[src/shared/sfb_pkg.sv]
package sfb_pkg;
  localparam int ADDR_W = 13;
  localparam int IADDR_W = 20;
  localparam int DATA_W = 32;
  localparam int HALF_W = 16;
  localparam int ROW_LSB = 7;
  localparam int COL32_W = 7;
  localparam int COL16_W = 8;
  localparam int MODE_W = 8;
  // Mode register field layout
  localparam int MODE_BL_LSB = 0;
  localparam int MODE_BT_BIT = 2;
  localparam int MODE_CL_LSB = 3;
  localparam int MODE_RL_BIT = 6;
  localparam int MODE_ID_BIT = 7;
  localparam logic [1:0] BL_FOUR = 2'h1;
  localparam logic [1:0] BL_EIGHT = 2'h2;
  localparam logic [1:0] BL_BOOT = 2'h3;
  localparam logic [2:0] BEAT4_MASK = 3'h3;
  localparam logic [2:0] BEAT8_MASK = 3'h7;
  localparam logic [2:0] BEAT4_LAST = 3'h3;
  localparam logic [2:0] BEAT8_LAST = 3'h7;
  // Default: array read, row latency 2, column latency 5, length 4, sequential
  localparam logic [MODE_W-1:0] MODE_RESET = 8'h61;
  // Column latency code n gives latency n+1
  localparam logic [3:0] CL_OFFSET = 4'h1;
  localparam logic [3:0] CL_ONE = 4'h1;
  localparam logic [3:0] CL_ZERO = 4'h0;
  localparam logic [2:0] BEAT_ZERO = 3'h0;
  localparam logic [2:0] BEAT_ONE = 3'h1;

  // Command strobes sampled together
  typedef struct packed {
    logic chip_select_n;
    logic row_strobe_n;
    logic column_strobe_n;
    logic mode_reg_strobe_n;
  } sfb_cmd_t;

  typedef enum logic [1:0] {
    SFB_IDLE_CMD,
    SFB_ACTIVATE,
    SFB_READ,
    SFB_MODE_LOAD_CMD
  } sfb_op_t;
endpackage : sfb_pkg

[src/core/sfb_front_end.sv]
`timescale 1ns/1ps
`default_nettype none

// Contract
// - x32: row from pins 0-12, column from pins 0-6, rest ignored.
// - x16: row from pins 0-12, column from pins 0-7, rest ignored.
// - x32 internal address: row in bits 19:7, column in bits 6:0.
// - x16: column bit 0 low gives low half, high gives upper half.
// - Boot block mode runs 16 wide, address straight from pins 0-12.
// - Burst of four: sequential modulo four, interleaved start XOR beat.
// - Burst of eight: sequential modulo eight, interleaved start XOR beat.
// - Everything sampled and advanced on the rising clock edge only.
// - Clock gate low suspends internal clock; outputs and burst address freeze, except array_rd, which goes low.
// - While clock gate stays low, all other inputs except organization select are ignored.
// - Clock gate high again: commands accepted from the edge after that one.
// - Select low with all strobes high is an idle command.
// - Select high disables decoding; strobes and address ignored.
// - Data outputs stay high impedance after recommended power-up.
// - Auto-boot variant enters boot block mode right after power-up.
// - Organization select high is x32, low is x16.
// - Address arrives as row activation then column command.
// - Mode bits 1:0 burst length, bit 2 burst type.
// - Mode register resets to array read, latencies 2 and 5, length 4, sequential.
// - First data column-latency cycles after read, then consecutive beats.
module sfb_front_end #(
  parameter bit AUTO_BOOT = 1'b0
) (
  input wire logic mclk,
  input wire logic rst_n,
  input wire logic clock_gate_in,
  input wire logic chip_select_n,
  input wire logic row_strobe_n,
  input wire logic column_strobe_n,
  input wire logic mode_reg_strobe_n,
  input wire logic org_select_n,
  input wire logic [sfb_pkg::ADDR_W-1:0] addr_in,
  input wire logic [sfb_pkg::DATA_W-1:0] array_data,
  output logic [sfb_pkg::IADDR_W-1:0] internal_addr_bit,
  output logic array_rd,
  output logic [sfb_pkg::DATA_W-1:0] dq_out,
  output logic [sfb_pkg::DATA_W-1:0] dq_oe,
  output logic boot_mode,
  output logic [sfb_pkg::MODE_W-1:0] mode_reg
);

  // Two-stage synchronisers for pin inputs
  logic [sfb_pkg::ADDR_W+5:0] pin_s1;
  logic [sfb_pkg::ADDR_W+5:0] pin_s2;

  always_ff @(posedge mclk) begin
    pin_s1 <= {clock_gate_in, chip_select_n, row_strobe_n, column_strobe_n, mode_reg_strobe_n, org_select_n, addr_in};
    pin_s2 <= pin_s1;
  end

  logic cke_s;
  sfb_pkg::sfb_cmd_t cmd_s;
  logic org_s;
  logic [sfb_pkg::ADDR_W-1:0] addr_s;
  assign {cke_s, cmd_s, org_s, addr_s} = pin_s2;

  // Clock gate sampled low suspends from the next cycle on
  logic run;
  logic next_run;
  assign next_run = cke_s;
  always_ff @(posedge mclk) begin
    if (!rst_n) begin
      run <= 1'b1;
    end else begin
      run <= next_run;
    end
  end

  // Command decode; deselect and all-high strobes both fall to idle
  function automatic sfb_pkg::sfb_op_t decode(input sfb_pkg::sfb_cmd_t c);
    if (c.chip_select_n) begin
      return sfb_pkg::SFB_IDLE_CMD;
    end else if (!c.row_strobe_n && !c.column_strobe_n && !c.mode_reg_strobe_n) begin
      return sfb_pkg::SFB_MODE_LOAD_CMD;
    end else if (!c.row_strobe_n && c.column_strobe_n && c.mode_reg_strobe_n) begin
      return sfb_pkg::SFB_ACTIVATE;
    end else if (c.row_strobe_n && !c.column_strobe_n && c.mode_reg_strobe_n) begin
      return sfb_pkg::SFB_READ;
    end else begin
      return sfb_pkg::SFB_IDLE_CMD;
    end
  endfunction : decode

  sfb_pkg::sfb_op_t op;
  assign op = (run && cke_s) ? decode(cmd_s) : sfb_pkg::SFB_IDLE_CMD;

  // Burst ordering for one beat
  function automatic logic [2:0] beat_addr(input logic [2:0] start, input logic [2:0] beat,
                                           input logic interleave, input logic [2:0] mask);
    logic [2:0] seq;
    seq = start + beat;
    if (interleave) begin
      return (start & ~mask) | ((start ^ beat) & mask);
    end
    return (start & ~mask) | (seq & mask);
  endfunction : beat_addr

  // Front-end state
  logic [sfb_pkg::ADDR_W-1:0] row_addr;
  logic [sfb_pkg::COL16_W-1:0] col_addr;
  logic [2:0] beat;
  logic [3:0] lat_cnt;
  logic bursting;
  logic data_phase;
  logic org32;
  logic [sfb_pkg::ADDR_W-1:0] next_row_addr;
  logic [sfb_pkg::COL16_W-1:0] next_col_addr;
  logic [2:0] next_beat;
  logic [3:0] next_lat_cnt;
  logic next_bursting;
  logic next_data_phase;
  logic [sfb_pkg::MODE_W-1:0] next_mode_reg;
  logic next_boot_mode;
  logic [sfb_pkg::IADDR_W-1:0] next_internal_addr_bit;
  logic next_array_rd;
  logic [sfb_pkg::DATA_W-1:0] next_dq_out;
  logic [sfb_pkg::DATA_W-1:0] next_dq_oe;
  logic next_org32;

  logic [2:0] mask;
  logic [2:0] last;
  logic [3:0] cl_cycles;
  logic [2:0] ba;
  logic [sfb_pkg::COL16_W-1:0] cur_col;
  logic half_sel;
  logic [2:0] idx;
  logic [2:0] dba;

  always_comb begin
    mask = (mode_reg[sfb_pkg::MODE_BL_LSB +: 2] == sfb_pkg::BL_EIGHT) ? sfb_pkg::BEAT8_MASK
                                                                      : sfb_pkg::BEAT4_MASK;
    last = (mode_reg[sfb_pkg::MODE_BL_LSB +: 2] == sfb_pkg::BL_EIGHT) ? sfb_pkg::BEAT8_LAST
                                                                      : sfb_pkg::BEAT4_LAST;
    cl_cycles = {1'b0, mode_reg[sfb_pkg::MODE_CL_LSB +: 3]} + sfb_pkg::CL_OFFSET;
    // Address runs one beat ahead of the data it fetches, so it uses the next index
    idx = data_phase ? beat + sfb_pkg::BEAT_ONE : beat;
    ba = beat_addr(col_addr[2:0], idx, mode_reg[sfb_pkg::MODE_BT_BIT], mask);
    cur_col = {col_addr[sfb_pkg::COL16_W-1:3], ba};
    // Half select follows the beat whose word is returning now
    dba = beat_addr(col_addr[2:0], beat, mode_reg[sfb_pkg::MODE_BT_BIT], mask);
    half_sel = dba[0];
  end

  // Next-state logic; when suspended everything holds except array_rd, which clears, and org32, which tracks the pin
  always_comb begin
    next_row_addr = row_addr;
    next_col_addr = col_addr;
    next_beat = beat;
    next_lat_cnt = lat_cnt;
    next_bursting = bursting;
    next_data_phase = data_phase;
    next_mode_reg = mode_reg;
    next_boot_mode = boot_mode;
    next_internal_addr_bit = internal_addr_bit;
    next_array_rd = 1'b0;
    next_dq_out = dq_out;
    next_dq_oe = dq_oe;
    next_org32 = org_s;
    if (run) begin
      // Burst progress
      if (bursting) begin
        if (lat_cnt > sfb_pkg::CL_ONE) begin
          next_lat_cnt = lat_cnt - sfb_pkg::CL_ONE;
        end else begin
          next_data_phase = 1'b1;
        end
      end
      // Address presented to the array one cycle ahead of data
      if (bursting && (data_phase ? (beat != last) : (lat_cnt <= sfb_pkg::CL_ONE))) begin
        if (boot_mode) begin
          next_internal_addr_bit = {{(sfb_pkg::IADDR_W-sfb_pkg::ADDR_W){1'b0}}, addr_s};
        end else if (org32) begin
          next_internal_addr_bit = {row_addr, cur_col[sfb_pkg::COL32_W-1:0]};
        end else begin
          next_internal_addr_bit = {row_addr, cur_col[sfb_pkg::COL16_W-1:1]};
        end
        next_array_rd = 1'b1;
      end
      // Data drive from returned array word
      if (data_phase) begin
        if (org32 && !boot_mode) begin
          next_dq_out = array_data;
          next_dq_oe = '1;
        end else begin
          next_dq_out = {{sfb_pkg::HALF_W{1'b0}},
                         half_sel ? array_data[sfb_pkg::DATA_W-1:sfb_pkg::HALF_W]
                                  : array_data[sfb_pkg::HALF_W-1:0]};
          next_dq_oe = {{sfb_pkg::HALF_W{1'b0}}, {sfb_pkg::HALF_W{1'b1}}};
        end
        if (beat == last) begin
          next_bursting = 1'b0;
          next_data_phase = 1'b0;
          next_beat = sfb_pkg::BEAT_ZERO;
        end else begin
          next_beat = beat + sfb_pkg::BEAT_ONE;
        end
      end else begin
        next_dq_oe = '0;
      end
      // New command; a new read restarts the burst
      case (op)
        sfb_pkg::SFB_ACTIVATE: begin
          next_row_addr = addr_s;
        end
        sfb_pkg::SFB_READ: begin
          next_col_addr = org_s ? {1'b0, addr_s[sfb_pkg::COL32_W-1:0]}
                                : addr_s[sfb_pkg::COL16_W-1:0];
          next_beat = sfb_pkg::BEAT_ZERO;
          next_lat_cnt = cl_cycles;
          next_bursting = 1'b1;
          next_data_phase = 1'b0;
        end
        sfb_pkg::SFB_MODE_LOAD_CMD: begin
          next_mode_reg = addr_s[sfb_pkg::MODE_W-1:0];
          next_boot_mode = (addr_s[sfb_pkg::MODE_BL_LSB +: 2] == sfb_pkg::BL_BOOT);
        end
        default: begin
        end
      endcase
    end
  end

  // Registers; reset gives default mode and tri-stated data
  always_ff @(posedge mclk) begin
    if (!rst_n) begin
      row_addr <= '0;
      col_addr <= '0;
      beat <= sfb_pkg::BEAT_ZERO;
      lat_cnt <= sfb_pkg::CL_ZERO;
      bursting <= 1'b0;
      data_phase <= 1'b0;
      mode_reg <= sfb_pkg::MODE_RESET;
      boot_mode <= AUTO_BOOT;
      internal_addr_bit <= '0;
      array_rd <= 1'b0;
      dq_out <= '0;
      dq_oe <= '0;
      org32 <= 1'b1;
    end else begin
      row_addr <= next_row_addr;
      col_addr <= next_col_addr;
      beat <= next_beat;
      lat_cnt <= next_lat_cnt;
      bursting <= next_bursting;
      data_phase <= next_data_phase;
      mode_reg <= next_mode_reg;
      boot_mode <= next_boot_mode;
      internal_addr_bit <= next_internal_addr_bit;
      array_rd <= next_array_rd;
      dq_out <= next_dq_out;
      dq_oe <= next_dq_oe;
      org32 <= next_org32;
    end
  end

endmodule : sfb_front_end

`default_nettype wire

[config.mk]
export PLATFORM = sky130hd
export DESIGN_NAME = sfb_front_end
export DESIGN_NICKNAME = d
export VERILOG_FILES = /design/src/shared/sfb_pkg.sv /design/src/core/sfb_front_end.sv
export SDC_FILE = /design/constraint.sdc
export NUM_CORES = 1
export LEC_CHECK = 0
export BUFFER_PORTS_ARGS = -buffer_cell sky130_fd_sc_hd__buf_2
export CAP_MARGIN = 20
export CORE_MARGIN = 8
export CORE_UTILIZATION = 58
export CTS_BUF_LIST = sky130_fd_sc_hd__clkbuf_8
export DETAILED_ROUTE_END_ITERATION = 12
export GPL_TIMING_DRIVEN = 0
export HOLD_SLACK_MARGIN = 0.15
export PLACE_DENSITY = 0.88
export SETUP_SLACK_MARGIN = 0.02
export SYNTH_ARGS = -nofsm -noshare
export SYNTH_HDL_FRONTEND = slang
export SYNTH_SLANG_ARGS = --single-unit
[constraint.sdc]
create_clock -name mclk -period 6.11 [get_ports mclk]
set_clock_uncertainty 0.2 [all_clocks]
set_input_delay 0.3055 -clock mclk [delete_from_list [all_inputs] [get_ports mclk]]
set_output_delay 0.3055 -clock mclk [all_outputs]
set_load 0.1 [all_outputs]
==> results by group, run 1 <==
Run status
  – Status: finished clean

STA
  – Final setup viols: 0
  – Post-layout min period: 2.84 ns
  – RSZ-0062 raised after global routing: no
  – Max-slew violations: 0
  – Fin. Hold Viols: 0
  – Worst-Margin Slew: 0.730 ns
  – Final worst path period share: 0.464
  – Final setup TNS: 0 ns
  – Hold WS: 0.154 ns
  – FMAX: 352 MHz
  – Slew headroom: 0.510

Global route
  – Gr usage total: 0.255
  – First-pass GRT wire length: 25600 µm
  – Largest net degree at the start of global routing: 18
  – Vias in the first global route: 5088
  – Remaining Overflow, GRT: 0
  – Initial antenna violation count: 0

Die
  – Die height: 110 µm
  – Initial Utilization: 0.596
  – Placeable Area: 8680 µm²
  – Row Count: 34
  – IO Pins: 147
  – Die Area: 12200 µm²
  – Die Wd: 110 µm

Placed design
  – Final GP Congestion: 0.848
  – Dpl hpwl: 9940 µm
  – # port buffers: 145

Final layout
  – Fillers: 502
  – Layout cell share with drive strength beyond 1: 0.291
  – Area grow syn2layout: 37.4%
  – Diodes inserted: 0
  – Top reg by flops: dq_out
  – Nets: 818
  – Max FFs per register: 32
  – Biggest regs: dq_out (32), internal_addr_bit (20)

Synth
  – Synth cell types: 49
  – Post-synth top area cell: dfxtp_1
  – Synth Warn #: 0
  – Async SR Flop Fraction: 0
  – Syn nets: 584
  – Top cells by area, synth: dfxtp_1 (52%), mux2i_1 (9.3%), buf_4 (4.9%), nor2_1 (4.4%), a211oi_1 (3.8%)
  – Yosys reg bits: 134
  – Dominant synthesized flop cell: dfxtp_1
  – Share of the synthesized area in the top cell type: 0.519
  – EDFF count, synth: 0
  – Mapped Area: 5170 µm²
  – Cells after Synth: 524
  – Average size of a mapped cell: 9.87 µm²
  – Post-synthesis sequential area ratio: 0.519

Worst hold path
  – WHS Endpoint: pin_s2[7]
  – Worst min-delay path class: reg -> reg
  – Worst hold start: pin_s1[7]
  – Hold Path Stages: 0

Power
  – Pwr dens: 247 nW/µm²
  – Peak VDD IR: 0.198 mV
  – Cell leakage power: 3.29 nW

Routing
  – Post-route ant nets: 0
  – DRC viols: 0
  – Via density: 5.57
  – DRT iter0 DRCs: 397
  – Vias: 4894
  – Final WL: 16100 µm
  – First-pass DRT Iterations: 7
  – Routed WL per cell: 18.3 µm

Critical path
  – Crit Path Max Fanout: 5
  – FF-to-FF path depth: 9
  – Arrival time at the worst endpoint: 2.94 ns
  – Critical Path End Type: flop
  – Flop2flop setup slack: 3.27 ns
  – Critical path class: reg -> reg
  – Worst r2r src: beat[0]
  – Startpoint types: flop
  – Required time worst endpoint: 6.21 ns
  – Reg-to-Reg End: internal_addr_bit[1]

Clocking
  – Root Driver: clkbuf_8
  – Clock Latency Late Sink: 0.44 ns
  – Clk buf depth: 2
  – Clock Sinks: 134
  – CTS H-tree depth: 4
  – Total CTS buffers: 17
  – CTS clk-pin slew, worst paths: 0.08 ns
  – CTS tree: done

Run
  – Max_cap viols: 0
[critical path: stages, from the launching register on]
cell	delay, ns
dfxtp_1	0.38
ha_1	0.32
mux2_2	0.16
inv_1	0.05
fa_1	0.39
nor2_1	0.24
xnor3_1	0.38
o21a_1	0.18
nor4_1	0.26
o22ai_1	0.15
[worst max-delay path by stage]
| stage | slack [ns] | startpoint | to | depth (start not counted) |
|---|---|---|---|---|
| global placement | 3.42 | beat[0] | internal_addr_bit[1] | 9 |
| finish | 3.27 | beat[0] | internal_addr_bit[1] | 9 |
| CTS | 3.32 | beat[0] | internal_addr_bit[1] | 9 |
| global route | 3.15 | beat[0] | internal_addr_bit[1] | 9 |
| detailed placement | 3.34 | beat[0] | internal_addr_bit[1] | 9 |
| floorplan | 3.49 | boot_mode | dq_out[10] | 6 |
[layout make-up]
class | instances | area, µm² | share of cell area
clock inverter | 14 | 125 | 0.0176
inverter | 9 | 33.8 | 0.00475
tap | 108 | 135 | 0.0190
sequential | 134 | 2680 | 0.378
timing repair buffer | 215 | 1430 | 0.201
buffer | 63 | 388 | 0.0546
multi-input combinational | 318 | 2070 | 0.291
clock buffer | 18 | 248 | 0.0349
[timing repair]
item                                    in CTS  in global routing
gates resized for setup                      0                  0
buffers inserted                             0                  0
hold buffers                                70                  0
endpoints found under the setup margin       0                  0
endpoints found under the hold margin       75                  0
[per-stage QoR]
stage	util	instances	cell area (µm²)	worst slack (ns)	total power, mW
5_1_grt	0.819	879	7110	3.15	1.81
3_5_place_dp	0.695	777	6030	3.34	1.04
2_1_floorplan	-	524	5170	3.49	1.00
3_3_place_gp	0.695	777	6030	3.42	1.04
6_report	0.819	879	7110	3.27	1.76
4_1_cts	0.819	879	7110	3.32	1.75
[report_power, final]
group	switching, mW	internal, mW
logic	0.0933	0.0634
clock network	0.357	0.335
registers	0.0150	0.893
[synth_stat cells, types with 3 or more instances]
cell type    n
o221ai_1     4
mux2i_1     48
o21ai_0      3
dfxtp_1    134
inv_1        7
buf_2        6
ha_1         6
nor2_1      60
nand2b_1     4
nor3_1      13
buf_4       34
nand2_1     45
a22oi_1     16
o211ai_1     8
nand3_1     15
a211oi_1    26
clkbuf_1    19
xor2_1       6
and2_1       3
a21oi_1     30
o22ai_1      3
[cell usage in the layout (no fill, tap or decap), drive strengths merged, types with 12 or more instances in the layout]
| master | count |
|---|---|
| buf | 188 |
| a211oi | 26 |
| dlygate4sd3 | 70 |
| clkbuf | 38 |
| a21oi | 30 |
| mux2i | 48 |
| nand3 | 15 |
| inv | 12 |
| nor3 | 13 |
| nand2 | 45 |
| nor2 | 60 |
| dfxtp | 134 |
| a22oi | 16 |
[kinds of logic (layout without fill, tap and decap cells)]
family / count (synthesis) / in the layout / share of synthesized area
simple gates: 153 / 153 / 0.137
flops: 134 / 134 / 0.519
compound gates: 100 / 100 / 0.131
buf+inv: 72 / 319 / 0.0815
mux: 49 / 49 / 0.0951
xor+xnor: 9 / 9 / 0.0179
fa+ha+maj: 7 / 7 / 0.0184
[layer usage]
metal  part of all wire  up-vias  global-route usage
li1                   -     2264                   -
met1               0.39     2281               0.275
met2               0.49      299               0.446
met3              0.092       50              0.0839
met4              0.025        0               0.105
met5                  0        -                   0
No activity file was read; power rests on OpenSTA's default activity.
==> inputs of run 2 (changes only) <==
--- a/config.mk
+++ b/config.mk
@@ -5,15 +5,16 @@
 export SDC_FILE = /design/constraint.sdc
 export NUM_CORES = 1
 export LEC_CHECK = 0
+export ABC_AREA = 1
 export BUFFER_PORTS_ARGS = -buffer_cell sky130_fd_sc_hd__buf_2
 export CAP_MARGIN = 20
 export CORE_MARGIN = 8
-export CORE_UTILIZATION = 58
+export CORE_UTILIZATION = 48
 export CTS_BUF_LIST = sky130_fd_sc_hd__clkbuf_8
 export DETAILED_ROUTE_END_ITERATION = 12
 export GPL_TIMING_DRIVEN = 0
 export HOLD_SLACK_MARGIN = 0.15
-export PLACE_DENSITY = 0.88
+export PLACE_DENSITY = 0.78
 export SETUP_SLACK_MARGIN = 0.02
 export SYNTH_ARGS = -nofsm -noshare
 export SYNTH_HDL_FRONTEND = slang
==> constraint.sdc (replaced) <==
create_clock -name mclk -period 2.45 [get_ports mclk]
set_clock_uncertainty 0.2 [all_clocks]
set_input_delay 0.1225 -clock mclk [delete_from_list [all_inputs] [get_ports mclk]]
set_output_delay 0.1225 -clock mclk [all_outputs]
set_load 0.1 [all_outputs]
==> run 2 against run 1 <==
Register-to-register slack worse by 3.1 ns. Power grew to 2.6 times the previous value. Critical path type unchanged. Synthesized cell count is 18% higher. Sequential share of layout area is 1.2 points lower. Largest power group unchanged. Critical path depth is 6 higher.
==> results by group, run 2 <==
Power
  – Switching share of power: 0.264 (was 0.265)
  – Net switching power: 1.19 mW (was 465 µW)
  – Total power: 4.52 mW (was 1.76 mW)
  – Logic gate share of total power: 0.099 (was 0.089)
  – Seq pwr share: 0.503 (was 0.517)
  – Peak VDD IR: 0.535 mV (was 0.198 mV)
  – Pwr dens: 615 nW/µm² (was 247 nW/µm²)
  – Cell leakage power: 3.57 nW (was 3.29 nW)
  – Clk network pwr share: 0.399 (was 0.394)
  – P_int: 3.33 mW (was 1.29 mW)

Clocking
  – CTS tree: done (unchanged)
  – Clock Sinks: 134 (unchanged)
  – CTS clk-pin slew, worst paths: 0.08 ns (about the same)
  – Total CTS buffers: 17 (unchanged)
  – Clk buf depth: 2 (unchanged)
  – Root Driver: clkbuf_8 (unchanged)
  – Clock Latency Late Sink: 0.45 ns (was 0.44 ns)
  – CTS H-tree depth: 4 (unchanged)

STA
  – Max-slew violations: 0 (unchanged)
  – Setup ws final: 0.182 ns (was 3.27 ns)
  – Slew headroom: 0.611 (was 0.510)
  – Final setup TNS: 0 ns (unchanged)
  – Final worst path period share: 0.926 (was 0.464)
  – RSZ-0062 raised after global routing: no (unchanged)
  – Post-layout min period: 2.27 ns (was 2.84 ns)
  – Final setup viols: 0 (unchanged)
  – Fin. Hold Viols: 0 (unchanged)
  – Hold WS: 0.253 ns (was 0.154 ns)
  – FMAX: 441 MHz (was 352 MHz)
  – Worst-Margin Slew: 0.584 ns (was 0.730 ns)

Final layout
  – Top reg by flops: dq_out (unchanged)
  – Final Core Density: 0.711 (was 0.819)
  – Commonest non-fill, non-tap cells in the layout: buf_2 (149), dfxtp_1 (133), nand2_1 (110) (was buf_2 (151), dfxtp_1 (134), dlygate4sd3_1 (70))
  – Post-Layout Cell Count: 1023 (was 879)
  – Final Instance Area: 7340 µm² (was 7110 µm²)
  – Nets: 933 (was 818)
  – Max FFs per register: 32 (unchanged)
  – Commonest non-fill, non-tap cell in the layout: buf_2 (unchanged)
  – Area grow syn2layout: 43.4% (was 37.4%)
  – Layout cell share with drive strength beyond 1: 0.267 (was 0.291)
  – Biggest regs: dq_out (32), internal_addr_bit (20) (unchanged)

Critical path
  – Reg-to-Reg End: internal_addr_bit[1] (unchanged)
  – Cells along the critical path: ha_4 -> nand2_1 -> o21ai_2 -> inv_1 -> fa_2 -> nor2_1 -> nand2_1 -> nand2_1 -> inv_1 -> nand2_1 -> nand3_1 -> nand2_1 -> nand3_1 -> nand2_1 -> a21oi_1 (was ha_1 -> mux2_2 -> inv_1 -> fa_1 -> nor2_1 -> xnor3_1 -> o21a_1 -> nor4_1 -> o22ai_1)
  – Critical Path End Type: flop (unchanged)
  – Crit Path Max Fanout: 5 (unchanged)
  – Worst r2r src: beat[0] (unchanged)
  – Startpoint types: flop (unchanged)
  – Critical path class: reg -> reg (unchanged)
  – CP dominant cell by count: nand2_1
  – CP peak stage delay: 0.38 ns (was 0.39 ns)
  – FF-to-FF path depth: 15 (was 9)
  – Flop2flop setup slack: 0.18 ns (was 3.27 ns)
  – Worst path slowest cell: dfxtp_4 (was fa_1)
  – Arrival time at the worst endpoint: 2.37 ns (was 2.94 ns)
  – Required time worst endpoint: 2.56 ns (was 6.21 ns)

Die
  – Row Count: 37 (was 34)
  – Initial Utilization: 0.496 (was 0.596)
  – Die height: 119 µm (was 110 µm)
  – Die Area: 14200 µm² (was 12200 µm²)
  – Die Wd: 119 µm (was 110 µm)
  – Placeable Area: 10300 µm² (was 8680 µm²)
  – IO Pins: 147 (unchanged)

Synth
  – Mapped Area: 5120 µm² (was 5170 µm²)
  – Cells after Synth: 618 (was 524)
  – Dominant synthesized flop cell: dfxtp_1 (unchanged)
  – Synth Warn #: 0 (unchanged)
  – Average size of a mapped cell: 8.28 µm² (was 9.87 µm²)
  – Yosys reg bits: 134 (unchanged)
  – Share of the synthesized area in the top cell type: 0.524 (was 0.519)
  – Top cells by area, synth: dfxtp_1 (52%), nand2_1 (8.1%), a21oi_1 (5.6%), o21ai_0 (5.2%), inv_1 (4.7%) (was dfxtp_1 (52%), mux2i_1 (9.3%), buf_4 (4.9%), nor2_1 (4.4%), a211oi_1 (3.8%))
  – Synth top cells by count: dfxtp_1 (134), nand2_1 (110), inv_1 (64), a21oi_1 (57), o21ai_0 (53) (was dfxtp_1 (134), nor2_1 (60), mux2i_1 (48), nand2_1 (45), buf_4 (34))
  – Post-synthesis sequential area ratio: 0.524 (was 0.519)
  – Async SR Flop Fraction: 0 (unchanged)
  – Syn nets: 678 (was 584)
  – Post-synth top area cell: dfxtp_1 (unchanged)
  – Synth cell types: 35 (was 49)
  – Most numerous cell in the Yosys netlist: dfxtp_1 (unchanged)
  – EDFF count, synth: 0 (unchanged)

Placed design
  – # port buffers: 145 (unchanged)
  – Place WS: -0.0364 ns (was 3.34 ns)
  – Dpl cells: 899 (was 777)
  – Dpl hpwl: 10700 µm (was 9940 µm)
  – Final GP Congestion: 0.927 (was 0.848)
  – DP Area: 6020 µm² (was 6030 µm²)

Run status
  – Status: finished clean (unchanged)

Routing
  – Post-route ant nets: 0 (unchanged)
  – Final WL: 15800 µm (was 16100 µm)
  – DRC viols: 0 (unchanged)
  – First-pass DRT Iterations: 5 (was 7)
  – Vias: 5148 (was 4894)
  – Routed WL per cell: 15.4 µm (was 18.3 µm)
  – Via density: 5.03 (was 5.57)
  – DRT iter0 DRCs: 421 (was 397)

Worst hold path
  – Worst min-delay path class: reg -> reg (unchanged)
  – WHS Endpoint: org32 (was pin_s2[7])
  – Worst hold start: pin_s2[13] (was pin_s1[7])
  – Hold Path Stages: 2 (was 0)

Global route
  – First-pass GRT wire length: 24800 µm (was 25600 µm)
  – Remaining Overflow, GRT: 0 (unchanged)
  – Initial antenna violation count: 2 (was 0)
  – Gr usage total: 0.218 (was 0.255)
  – Largest net degree at the start of global routing: 18 (unchanged)
  – Vias in the first global route: 5069 (was 5088)

Run
  – Max_cap viols: 0 (unchanged)
## run 2: repair_timing
item                                    CTS  global route
buffers inserted                          0             1
cloned                                    0             0
hold endpoints to repair                 82             0
endpoints found under the setup margin    3             3
hold buffers                             90             0
resized for setup                         2             7
## run 2: routing by layer
metal / share of wire / GRT usage / routed length (µm)
met1: 0.39 / 0.240 / 6150
met2: 0.50 / 0.373 / 7870
met3: 0.085 / 0.0690 / 1350
met4: 0.027 / 0.109 / 421
met5: 0 / 0 / 0
## run 2: logic make-up after synthesis
| kind of cell | Yosys count | synth area share |
|---|---|---|
| xor+xnor | 4 | 0.00684 |
| compound gates | 157 | 0.172 |
| flops | 134 | 0.524 |
| fa+ha+maj | 7 | 0.0186 |
| buf+inv | 129 | 0.123 |
| simple gates | 187 | 0.155 |
## run 2: layout make-up
cell class,instances,area [µm²]
diodes,2,5.00
plain buffers,61,377
clock buffers,17,234
clock inverters,14,154
fillers,745,2980
inverters,68,256
multi-input cells,355,1830
flip-flops and latches,134,2690
well taps,136,170
repair buffers,236,1630
## run 2: worst max-delay path by stage
| stage | start | end | slack, ns | cells after the start |
|---|---|---|---|---|
| 3_5_place_dp | beat[0] | internal_addr_bit[1] | -0.04 | 13 |
| 2_1_floorplan | boot_mode | dq_out[10] | 0.19 | 10 |
| 3_3_place_gp | beat[0] | internal_addr_bit[1] | 0.06 | 13 |
| 4_1_cts | beat[0] | internal_addr_bit[1] | 0.02 | 13 |
| 5_1_grt | beat[0] | internal_addr_bit[1] | 0.02 | 15 |
| 6_report | beat[0] | internal_addr_bit[1] | 0.18 | 15 |
## run 2: critical path: cells and delay by family (launching register included)
family | cells | cell delay, ns
simple gates | 9 | 0.68
fa+ha+maj | 2 | 0.62
flops | 1 | 0.38
compound gates | 2 | 0.13
buf+inv | 2 | 0.12
## run 2: power by group through the flow
stage / clock [mW] / sequential (mW) / combinational [mW]
2_1_floorplan: 0 / 2.39 / 0.141
3_3_place_gp: 0 / 2.32 / 0.316
3_5_place_dp: 0 / 2.32 / 0.323
4_1_cts: 1.81 / 2.27 / 0.434
5_1_grt: 1.90 / 2.28 / 0.477
6_report: 1.80 / 2.27 / 0.446
